File: src/cpu_step_pkg.sv
// Shared constants, types and state layout for the inc/dec/halt execution block
// Behaviour
// - Decrement: working register gets mem minus one
// - Halt stops execution and gates system clock
// - Halt keeps data memory and registers intact
// - Halt clears watchdog counter and prescaler
// - Halt sets power-down, clears expiry flag only
// - Increment memory in place, update zero flag
// - Increment into working register from memory
package cpu_step_pkg;

  // ----------------------------------------------------------------
  // Bus geometry
  // ----------------------------------------------------------------
  localparam int ADDR_W    = 8;             // APB byte address width
  localparam int DATA_W    = 32;            // APB data width
  localparam int MEM_DEPTH = 16;            // Data memory bytes

  // ----------------------------------------------------------------
  // Register byte offsets
  // ----------------------------------------------------------------
  localparam logic [7:0] OFS_INSTR  = 8'h00; // Instruction issue
  localparam logic [7:0] OFS_WREG   = 8'h04; // Working register
  localparam logic [7:0] OFS_STATUS = 8'h08; // Flags and state
  localparam logic [7:0] OFS_WDOG   = 8'h0C; // Watchdog view
  localparam logic [7:0] OFS_WAKE   = 8'h10; // Leave power-down
  localparam logic [1:0] MEM_PAGE   = 2'h1;  // paddr[7:6] of memory window (0x40..0x7C)

  // ----------------------------------------------------------------
  // Field positions
  // ----------------------------------------------------------------
  localparam int INSTR_ADDR_LSB = 0;        // Operand address, 4 bits
  localparam int INSTR_OP_LSB   = 8;        // Opcode, 2 bits
  localparam int ST_ZERO_BIT    = 0;        // Result-null flag
  localparam int ST_PWRDN_BIT   = 1;        // Power-down flag
  localparam int ST_EXPIRY_BIT  = 2;        // Watchdog expiry flag
  localparam int ST_BUSY_BIT    = 3;        // Instruction in flight
  localparam int ST_HALT_BIT    = 4;        // Core halted
  localparam int WDOG_PRE_LSB   = 0;        // Prescaler byte
  localparam int WDOG_CNT_LSB   = 8;        // Counter byte

  // ----------------------------------------------------------------
  // Reset values
  // ----------------------------------------------------------------
  localparam logic [7:0] WREG_RST = 8'h00;  // Working register
  localparam logic [7:0] MEM_RST  = 8'h00;  // Each memory byte
  localparam logic [7:0] WDOG_RST = 8'h00;  // Counter and prescaler
  localparam logic [7:0] WDOG_MAX = 8'hFF;  // Wrap point of both stages
  localparam logic [7:0] ONE     = 8'h01;   // Step of inc and dec

  // ----------------------------------------------------------------
  // Enumerations
  // ----------------------------------------------------------------
  typedef enum logic [1:0] {
    OP_DEC_TO_W  = 2'h0,                    // decrement_to_working_register_op
    OP_HALT      = 2'h1,                    // Enter power-down
    OP_INC_MEM   = 2'h2,                    // Increment in place
    OP_INC_TO_W  = 2'h3                     // Increment to working register
  } op_e;

  typedef enum logic [1:0] {
    S_IDLE  = 2'h0,                         // Waiting for an instruction
    S_FETCH = 2'h1,                         // Operand read
    S_EXEC  = 2'h3,                         // Result written
    S_HALT  = 2'h2                          // Clock gated off
  } state_e;

  // ----------------------------------------------------------------
  // Whole state of the block
  // ----------------------------------------------------------------
  typedef struct packed {
    state_e                 state;          // Sequencer
    op_e                    op;             // Latched opcode
    logic [3:0]             addr;           // Latched operand address
    logic [7:0]             working_register;
    logic                   zero;           // Result-null flag
    logic                   power_down_flag;
    logic                   watchdog_expiry_flag;
    logic [7:0]             wdt_pre;        // Watchdog prescaler
    logic [7:0]             watchdog_counter;
    logic [MEM_DEPTH-1:0][7:0] mem;         // Data memory
    logic                   pready;         // APB answer
    logic                   pslverr;        // APB error answer
    logic [DATA_W-1:0]      prdata;         // APB read data
    logic                   sys_clk_en;     // System clock gate
    logic                   halted;         // Power-down state, registered
  } core_s;

endpackage

File: src/cpu_step_core.sv
// APB-reachable execution block for decrement, increment and halt instructions
`timescale 1ns/10ps
`default_nettype none
module cpu_step_core
  import cpu_step_pkg::*;
(
  input  wire logic              clk,
  input  wire logic              reset,
  input  wire logic              psel,
  input  wire logic              penable,
  input  wire logic              pwrite,
  input  wire logic [ADDR_W-1:0] paddr,
  input  wire logic [DATA_W-1:0] pwdata,
  output logic      [DATA_W-1:0] prdata,
  output logic                   pready,
  output logic                   pslverr,
  output logic                   sys_clk_en,
  output logic                   halted
);

  // ----------------------------------------------------------------
  // Declarations
  // ----------------------------------------------------------------
  core_s             st_r;          // Registered state
  core_s             st_nxt;        // Next state
  logic [7:0]        operand;       // Addressed memory byte
  logic [7:0]        alu_res;       // Inc/dec result
  logic              alu_zero;      // Result is zero
  logic              req_first;     // First access cycle
  logic              commit;        // Write completes this edge
  logic              is_mem;        // Address in memory window
  logic [3:0]        mem_idx;       // Word index in window
  logic              idle;          // No instruction in flight
  logic              hit;           // Address decodes
  logic              wr_refused;    // Write not allowed now
  logic [DATA_W-1:0] rd_val;        // Read mux output
  logic              wdt_pre_wrap;  // Prescaler at its top

  assign operand = st_r.mem[st_r.addr];
  assign idle    = (st_r.state == S_IDLE);

  // ----------------------------------------------------------------
  // Datapath
  // ----------------------------------------------------------------
  cpu_step_alu u_alu (
    .op      (st_r.op),
    .operand (operand),
    .result  (alu_res),
    .zero    (alu_zero)
  );

  // ----------------------------------------------------------------
  // Address decode and read mux
  // ----------------------------------------------------------------
  // Word aligned only; byte lanes other than zero are unmapped
  always_comb begin
    is_mem  = (paddr[7:6] == MEM_PAGE) && (paddr[1:0] == 2'h0);
    mem_idx = paddr[5:2];
    rd_val  = '0;
    hit     = 1'b1;
    if (is_mem) begin
      rd_val = {24'h000000, st_r.mem[mem_idx]};
    end else begin
      case (paddr)
        OFS_INSTR:  rd_val = {22'h000000, st_r.op, 4'h0, st_r.addr};
        OFS_WREG:   rd_val = {24'h000000, st_r.working_register};
        OFS_STATUS: begin
          rd_val[ST_ZERO_BIT] = st_r.zero;
          rd_val[ST_PWRDN_BIT]  = st_r.power_down_flag;
          rd_val[ST_EXPIRY_BIT] = st_r.watchdog_expiry_flag;
          rd_val[ST_BUSY_BIT] = !idle && (st_r.state != S_HALT);
          rd_val[ST_HALT_BIT] = (st_r.state == S_HALT);
        end
        OFS_WDOG:   rd_val = {16'h0000, st_r.watchdog_counter, st_r.wdt_pre};
        OFS_WAKE:   rd_val = '0;           // Write-only strobe
        default:    hit    = 1'b0;         // Unmapped
      endcase
    end
  end

  // Writes that would disturb a running or halted core are refused
  always_comb begin
    wr_refused = 1'b0;
    if (pwrite && (is_mem || paddr == OFS_INSTR || paddr == OFS_WREG)) begin
      wr_refused = !idle;
    end
  end

  assign req_first    = psel && penable && !st_r.pready;
  assign commit       = psel && penable && st_r.pready && pwrite && !st_r.pslverr;
  assign wdt_pre_wrap = (st_r.wdt_pre == WDOG_MAX);

  // ----------------------------------------------------------------
  // Next-state logic
  // ----------------------------------------------------------------
  always_comb begin
    st_nxt         = st_r;
    st_nxt.pready  = 1'b0;
    st_nxt.pslverr = 1'b0;

    // APB: one wait cycle, answer registered
    if (req_first) begin
      st_nxt.pready  = 1'b1;
      st_nxt.pslverr = !hit || wr_refused;
      st_nxt.prdata  = pwrite ? '0 : (hit ? rd_val : '0);
    end

    // Watchdog runs only while the system clock runs
    if (st_r.state != S_HALT) begin
      st_nxt.wdt_pre = st_r.wdt_pre + ONE;
      if (wdt_pre_wrap) begin
        st_nxt.watchdog_counter = st_r.watchdog_counter + ONE;
        if (st_r.watchdog_counter == WDOG_MAX) begin
          st_nxt.watchdog_expiry_flag = 1'b1;
        end
      end
    end

    // Software writes, taken at the completing edge
    if (commit) begin
      if (is_mem) begin
        st_nxt.mem[mem_idx] = pwdata[7:0];
      end else if (paddr == OFS_WREG) begin
        st_nxt.working_register = pwdata[7:0];
      end else if (paddr == OFS_INSTR) begin
        st_nxt.op    = op_e'(pwdata[INSTR_OP_LSB +: 2]);
        st_nxt.addr  = pwdata[INSTR_ADDR_LSB +: 4];
        st_nxt.state = S_FETCH;
      end else if (paddr == OFS_WAKE && st_r.state == S_HALT) begin
        // Flags stay as halt left them for software to inspect
        st_nxt.state      = S_IDLE;
        st_nxt.sys_clk_en = 1'b1;
        st_nxt.halted     = 1'b0;
      end
    end

    // Sequencer
    case (st_r.state)
      S_IDLE: begin
        // Held here until an instruction write commits
      end
      S_FETCH: begin
        st_nxt.state = S_EXEC;
      end
      S_EXEC: begin
        st_nxt.state = S_IDLE;
        case (st_r.op)
          OP_DEC_TO_W: begin
            st_nxt.working_register = alu_res;
            st_nxt.zero             = alu_zero;
          end
          OP_INC_MEM: begin
            st_nxt.mem[st_r.addr] = alu_res;
            st_nxt.zero           = alu_zero;
          end
          OP_INC_TO_W: begin
            st_nxt.working_register = alu_res;
            st_nxt.zero             = alu_zero;
          end
          OP_HALT: begin
            // Instruction semantics win over a coincident watchdog tick
            st_nxt.state                = S_HALT;
            st_nxt.sys_clk_en           = 1'b0;
            st_nxt.halted               = 1'b1;
            st_nxt.wdt_pre              = WDOG_RST;
            st_nxt.watchdog_counter     = WDOG_RST;
            st_nxt.power_down_flag      = 1'b1;
            st_nxt.watchdog_expiry_flag = 1'b0;
          end
          default: begin
            st_nxt.state = S_IDLE;
          end
        endcase
      end
      S_HALT: begin
        // Nothing executes; memory and registers hold
      end
      default: begin
        st_nxt.state = S_IDLE;
      end
    endcase
  end

  // ----------------------------------------------------------------
  // State register
  // ----------------------------------------------------------------
  always_ff @(posedge clk or posedge reset) begin
    if (reset) begin
      st_r.state                <= S_IDLE;
      st_r.op                   <= OP_DEC_TO_W;
      st_r.addr                 <= 4'h0;
      st_r.working_register     <= WREG_RST;
      st_r.zero                 <= 1'b0;
      st_r.power_down_flag      <= 1'b0;
      st_r.watchdog_expiry_flag <= 1'b0;
      st_r.wdt_pre              <= WDOG_RST;
      st_r.watchdog_counter     <= WDOG_RST;
      st_r.mem                  <= {MEM_DEPTH{MEM_RST}};
      st_r.pready               <= 1'b0;
      st_r.pslverr              <= 1'b0;
      st_r.prdata               <= '0;
      st_r.sys_clk_en           <= 1'b1;
      st_r.halted               <= 1'b0;
    end else begin
      st_r <= st_nxt;
    end
  end

  // ----------------------------------------------------------------
  // Outputs, all straight from flip-flops
  // ----------------------------------------------------------------
  assign prdata     = st_r.prdata;
  assign pready     = st_r.pready;
  assign pslverr    = st_r.pslverr;
  assign sys_clk_en = st_r.sys_clk_en;
  assign halted     = st_r.halted;
endmodule
`default_nettype wire

File: src/cpu_step_alu.sv
// Increment / decrement datapath with result-null detection
`timescale 1ns/10ps
`default_nettype none
module cpu_step_alu
  import cpu_step_pkg::*;
(
  input  wire op_e        op,
  input  wire logic [7:0] operand,
  output logic [7:0]      result,
  output logic            zero
);

  // ----------------------------------------------------------------
  // Arithmetic
  // ----------------------------------------------------------------
  // Wraps modulo 256, no carry is kept
  always_comb begin
    case (op)
      OP_DEC_TO_W: result = operand - ONE;
      OP_INC_MEM:  result = operand + ONE;
      OP_INC_TO_W: result = operand + ONE;
      default:     result = operand;         // Halt computes nothing
    endcase
    zero = (result == 8'h00);
  end

endmodule
`default_nettype wire

File: config.mk
export PLATFORM = sky130hd
export DESIGN_NAME = cpu_step_core
export DESIGN_NICKNAME = d
export VERILOG_FILES = /design/src/cpu_step_pkg.sv /design/src/cpu_step_core.sv /design/src/cpu_step_alu.sv
export SDC_FILE = /design/constraint.sdc
export NUM_CORES = 1
export LEC_CHECK = 0
export BUFFER_PORTS_ARGS = -buffer_cell sky130_fd_sc_hd__buf_2
export CAP_MARGIN = 20
export CORE_ASPECT_RATIO = 1.4
export CORE_MARGIN = 5
export CORE_UTILIZATION = 45
export CTS_CLUSTER_SIZE = 20
export DETAILED_ROUTE_END_ITERATION = 10
export GPL_TIMING_DRIVEN = 0
export PLACE_DENSITY = 0.72
export SETUP_SLACK_MARGIN = 0.2
export SKIP_LAST_GASP = 1
export SLEW_MARGIN = 10
export SYNTH_ARGS = -nofsm -noshare
export SYNTH_HDL_FRONTEND = slang
export SYNTH_SLANG_ARGS = --single-unit
File: constraint.sdc
create_clock -name clk -period 8.36 [get_ports clk]
set_clock_uncertainty 0.15 [all_clocks]
set_input_delay 1.254 -clock clk [delete_from_list [all_inputs] [get_ports clk]]
set_output_delay 1.254 -clock clk [all_outputs]
set_load 0.02 [all_outputs]
==> results.py <==
metrics = {
    "run_status": {
        "status": "finished clean",
    },
    "cts": {
        "post_cts_resized": 0,
        "cts_buffer_depth": 2,
        "h-tree-depth": 4,
        "numCtsBuffers": 17,
        "root_buffer": "clkbuf_16",
        "clk_pin_slew_ns": 0.07,
        "clock_latency_ns": 0.45,
        "cts_sinks": 183,
        "cts_setup_buffers": 0,
        "hold_buffers": 0,
        "cts_tree": "yes",
    },
    "hold_path": {
        "hp-start": "sys_clk_en",
        "min_delay_path_depth": 2,
        "hp-class": "register to register",
        "whs_endpoint": "sys_clk_en",
    },
    "worst_setup_path": {
        "crit_fanout": 10,
        "arrival_ns": 5.24,
        "ff2ff_setup_slack_ns": 3.27,
        "worstSetupStartpointType": "register",
        "ff2ff_path_depth": 12,
        "timing.rr.end": "st_r[130]",
        "cp_data_required_time_ns": 8.51,
        "r2r-start": "st_r[192]",
        "critPathCaptureType": "register",
        "critPathKind": "register to register",
    },
    "detailed_routing": {
        "wl_met3_um": 2450,
        "detail_route.iter0.violations": 847,
        "drtAntennaViolNets": 0,
        "wl_met1_um": 11800,
        "routed-via-count": 9032,
        "drt_wl_total_um": 34200,
        "wl_met2_um": 17200,
        "wl_per_cell_um": 23.5,
        "drc": 0,
        "dr.max_layer_used": "met4",
        "vias_per_cell": 6.22,
        "drt-pass1-iter-count": 5,
    },
    "global_routing": {
        "grt_antenna_before_repair": 0,
        "grt_first_pass_wirelength_um": 53000,
        "grt.overflow.total": 0,
        "grt_usage": 0.246,
        "grt_start_max_net_pins": 98,
        "grt_pass1_vias": 9045,
    },
    "final_layout": {
        "layout_commonest_cell": "dfrtp_1",
        "final_cell_area_mm2": 0.0128,
        "layout_common_cells": "dfrtp_1, mux2i_1, nand2_1, o21ai_0, mux4_2",
        "antennaDiodeCount": 0,
        "area_growth_syn_to_layout_pct": 11.6,
        "drive_above_1_share": 0.213,
        "fillers": 2240,
        "utilization": 0.507,
        "nets": 1178,
        "fin_cells": 1453,
    },
    "yosys": {
        "synth_top_area_cell": "dfrtp_1",
        "synthTopCellsByArea": "dfrtp_1, mux4_2, mux2i_1",
        "yosysWarnings": 0,
        "yosysSeqAreaShare": 0.400,
        "syn_inst": 1051,
        "async_flop_share": 1.00,
        "synth_cell_type_count": 54,
        "ys.flop_type": "dfrtp_1",
        "yosysTopAreaCellShare": 0.398,
        "synth_edf_count": 0,
        "synth.cell_area_mm2": 0.0114,
        "syn_area_per_cell_um2": 10.9,
        "synth.ff_latch_count": 183,
    },
    "floorplanning": {
        "die-width_um": 145,
        "die_area_mm2": 0.0288,
        "die_h_um": 199,
        "core_mm2": 0.0252,
        "initial_utilization": 0.454,
        "std_cell_rows": 69,
        "num_io_pins": 81,
    },
    "sta": {
        "finalSetupViolCount": 0,
        "tns_ns": 0,
        "finalCritPeriodShare": 0.609,
        "max_freq_ghz": 0.196,
        "rsz0062_at_grt": "no",
        "layout_min_cycle_time_ns": 5.09,
        "setup_slack_ns": 3.27,
        "slew_headroom": 0.194,
        "holdWs_ns": 0.310,
        "hold_violations": 0,
        "tightest_slew_ns": 1.20,
        "final_max_slew_viol_count": 0,
    },
    "placement": {
        "dpl.hpwl_um": 25900,
        "routabilityCongestion": 0.964,
        "dp_cells": 1421,
        "place_area_mm2": 0.0121,
        "pre_cts_slack_ns": 3.35,
        "port-buffer-count": 35,
    },
    "power": {
        "share_comb_of_total_power": 0.083,
        "total_power_mw": 2.03,
        "peakVddDrop_v": 0.000141,
        "seq_power_share": 0.461,
        "p_leak_nw": 4.97,
        "p_int_mw": 1.53,
        "switching_power_mw": 0.499,
        "netSwitchingFraction": 0.245,
        "p_per_area_mw_per_mm2": 159,
        "pwr-share-clk": 0.457,
    },
    "run": {
        "drv_cap": 0,
    },
}
## worst max-delay path by stage
| stage | startpoint | to | depth (start not counted) | slack (ns) |
|---|---|---|---|---|
| after floorplan | reset | halted | 1 | 1.99 |
| after global placement | reset | st_r[136] | 2 | -0.27 |
| after detailed placement | st_r[192] | st_r[130] | 12 | 3.35 |
| after CTS | st_r[192] | st_r[130] | 12 | 3.34 |
| after global routing | st_r[192] | st_r[130] | 12 | 3.10 |
| final | st_r[192] | st_r[130] | 12 | 3.27 |
## kinds of logic after synthesis
logic type / Yosys count / synth area share
multiplexers: 236 / 0.309
XOR/XNOR: 11 / 0.00842
buffers and inverters: 137 / 0.0586
AO/OA/AOI/OAI: 202 / 0.104
AND/OR/NAND/NOR: 269 / 0.106
flip-flops: 183 / 0.400
other: 1 / 0.000328
adder cells (fa/ha/maj): 12 / 0.0138
## synthesized netlist by cell type (all sizes together), types with 3 or more instances
cell type	n
a211oi	17
a21oi	59
a222oi	3
a22o	9
a22oi	4
and2	3
and3	7
buf	59
clkbuf	58
dfrtp	182
ha	11
inv	20
mux2	34
mux2i	119
mux4	83
nand2	106
nand2b	8
nand3	13
nand4	6
nor2	74
nor2b	23
nor3	9
nor4b	3
o21ai	94
or2	3
or3	8
xnor2	4
xor2	7
## flip-flops by register name, indices dropped and copies added, names as in the netlist
| signal | count |
|---|---|
| pready | 1 |
| sys_clk_en | 1 |
| prdata | 16 |
| pslverr | 1 |
| st_r | 163 |
| halted | 1 |
## worst max-delay path, stage by stage (launching register included)
cell      delay (ns)
dfrtp_1         0.31
buf_2           0.28
buf_1           0.64
buf_1           0.68
mux4_2          0.42
mux4_2          0.53
ha_1            0.37
a21boi_0        0.14
o21ai_0         0.20
nor3b_1         0.27
o31a_1          0.38
clkbuf_1        0.42
mux2i_1         0.15
## power groups by stage
stage | clock network [mW] | registers [mW] | logic [mW]
2_1_floorplan | 0 | 0.943 | 0.120
3_3_place_gp | 0 | 0.951 | 0.163
3_5_place_dp | 0 | 0.951 | 0.167
4_1_cts | 0.936 | 0.934 | 0.168
5_1_grt | 0.969 | 0.937 | 0.185
6_report | 0.928 | 0.936 | 0.168
## per-layer routing
layer / vias to the layer above / track usage
met5: - / 0
met4: 0 / 0.181
met3: 162 / 0.0464
met2: 494 / 0.414
met1: 4441 / 0.275
li1: 3935 / -
## area by class of cell
cell class | count | area [µm²] | share of cell area
clock inverter | 11 | 223 | 0.0174
timing repair buffer | 36 | 203 | 0.0159
inverter | 20 | 82.6 | 0.00646
sequential | 183 | 4580 | 0.359
tap | 319 | 399 | 0.0312
buffer | 117 | 596 | 0.0466
clock buffer | 21 | 440 | 0.0345
multi-input combinational | 746 | 6250 | 0.489
Power figures use the tool's default switching activity.
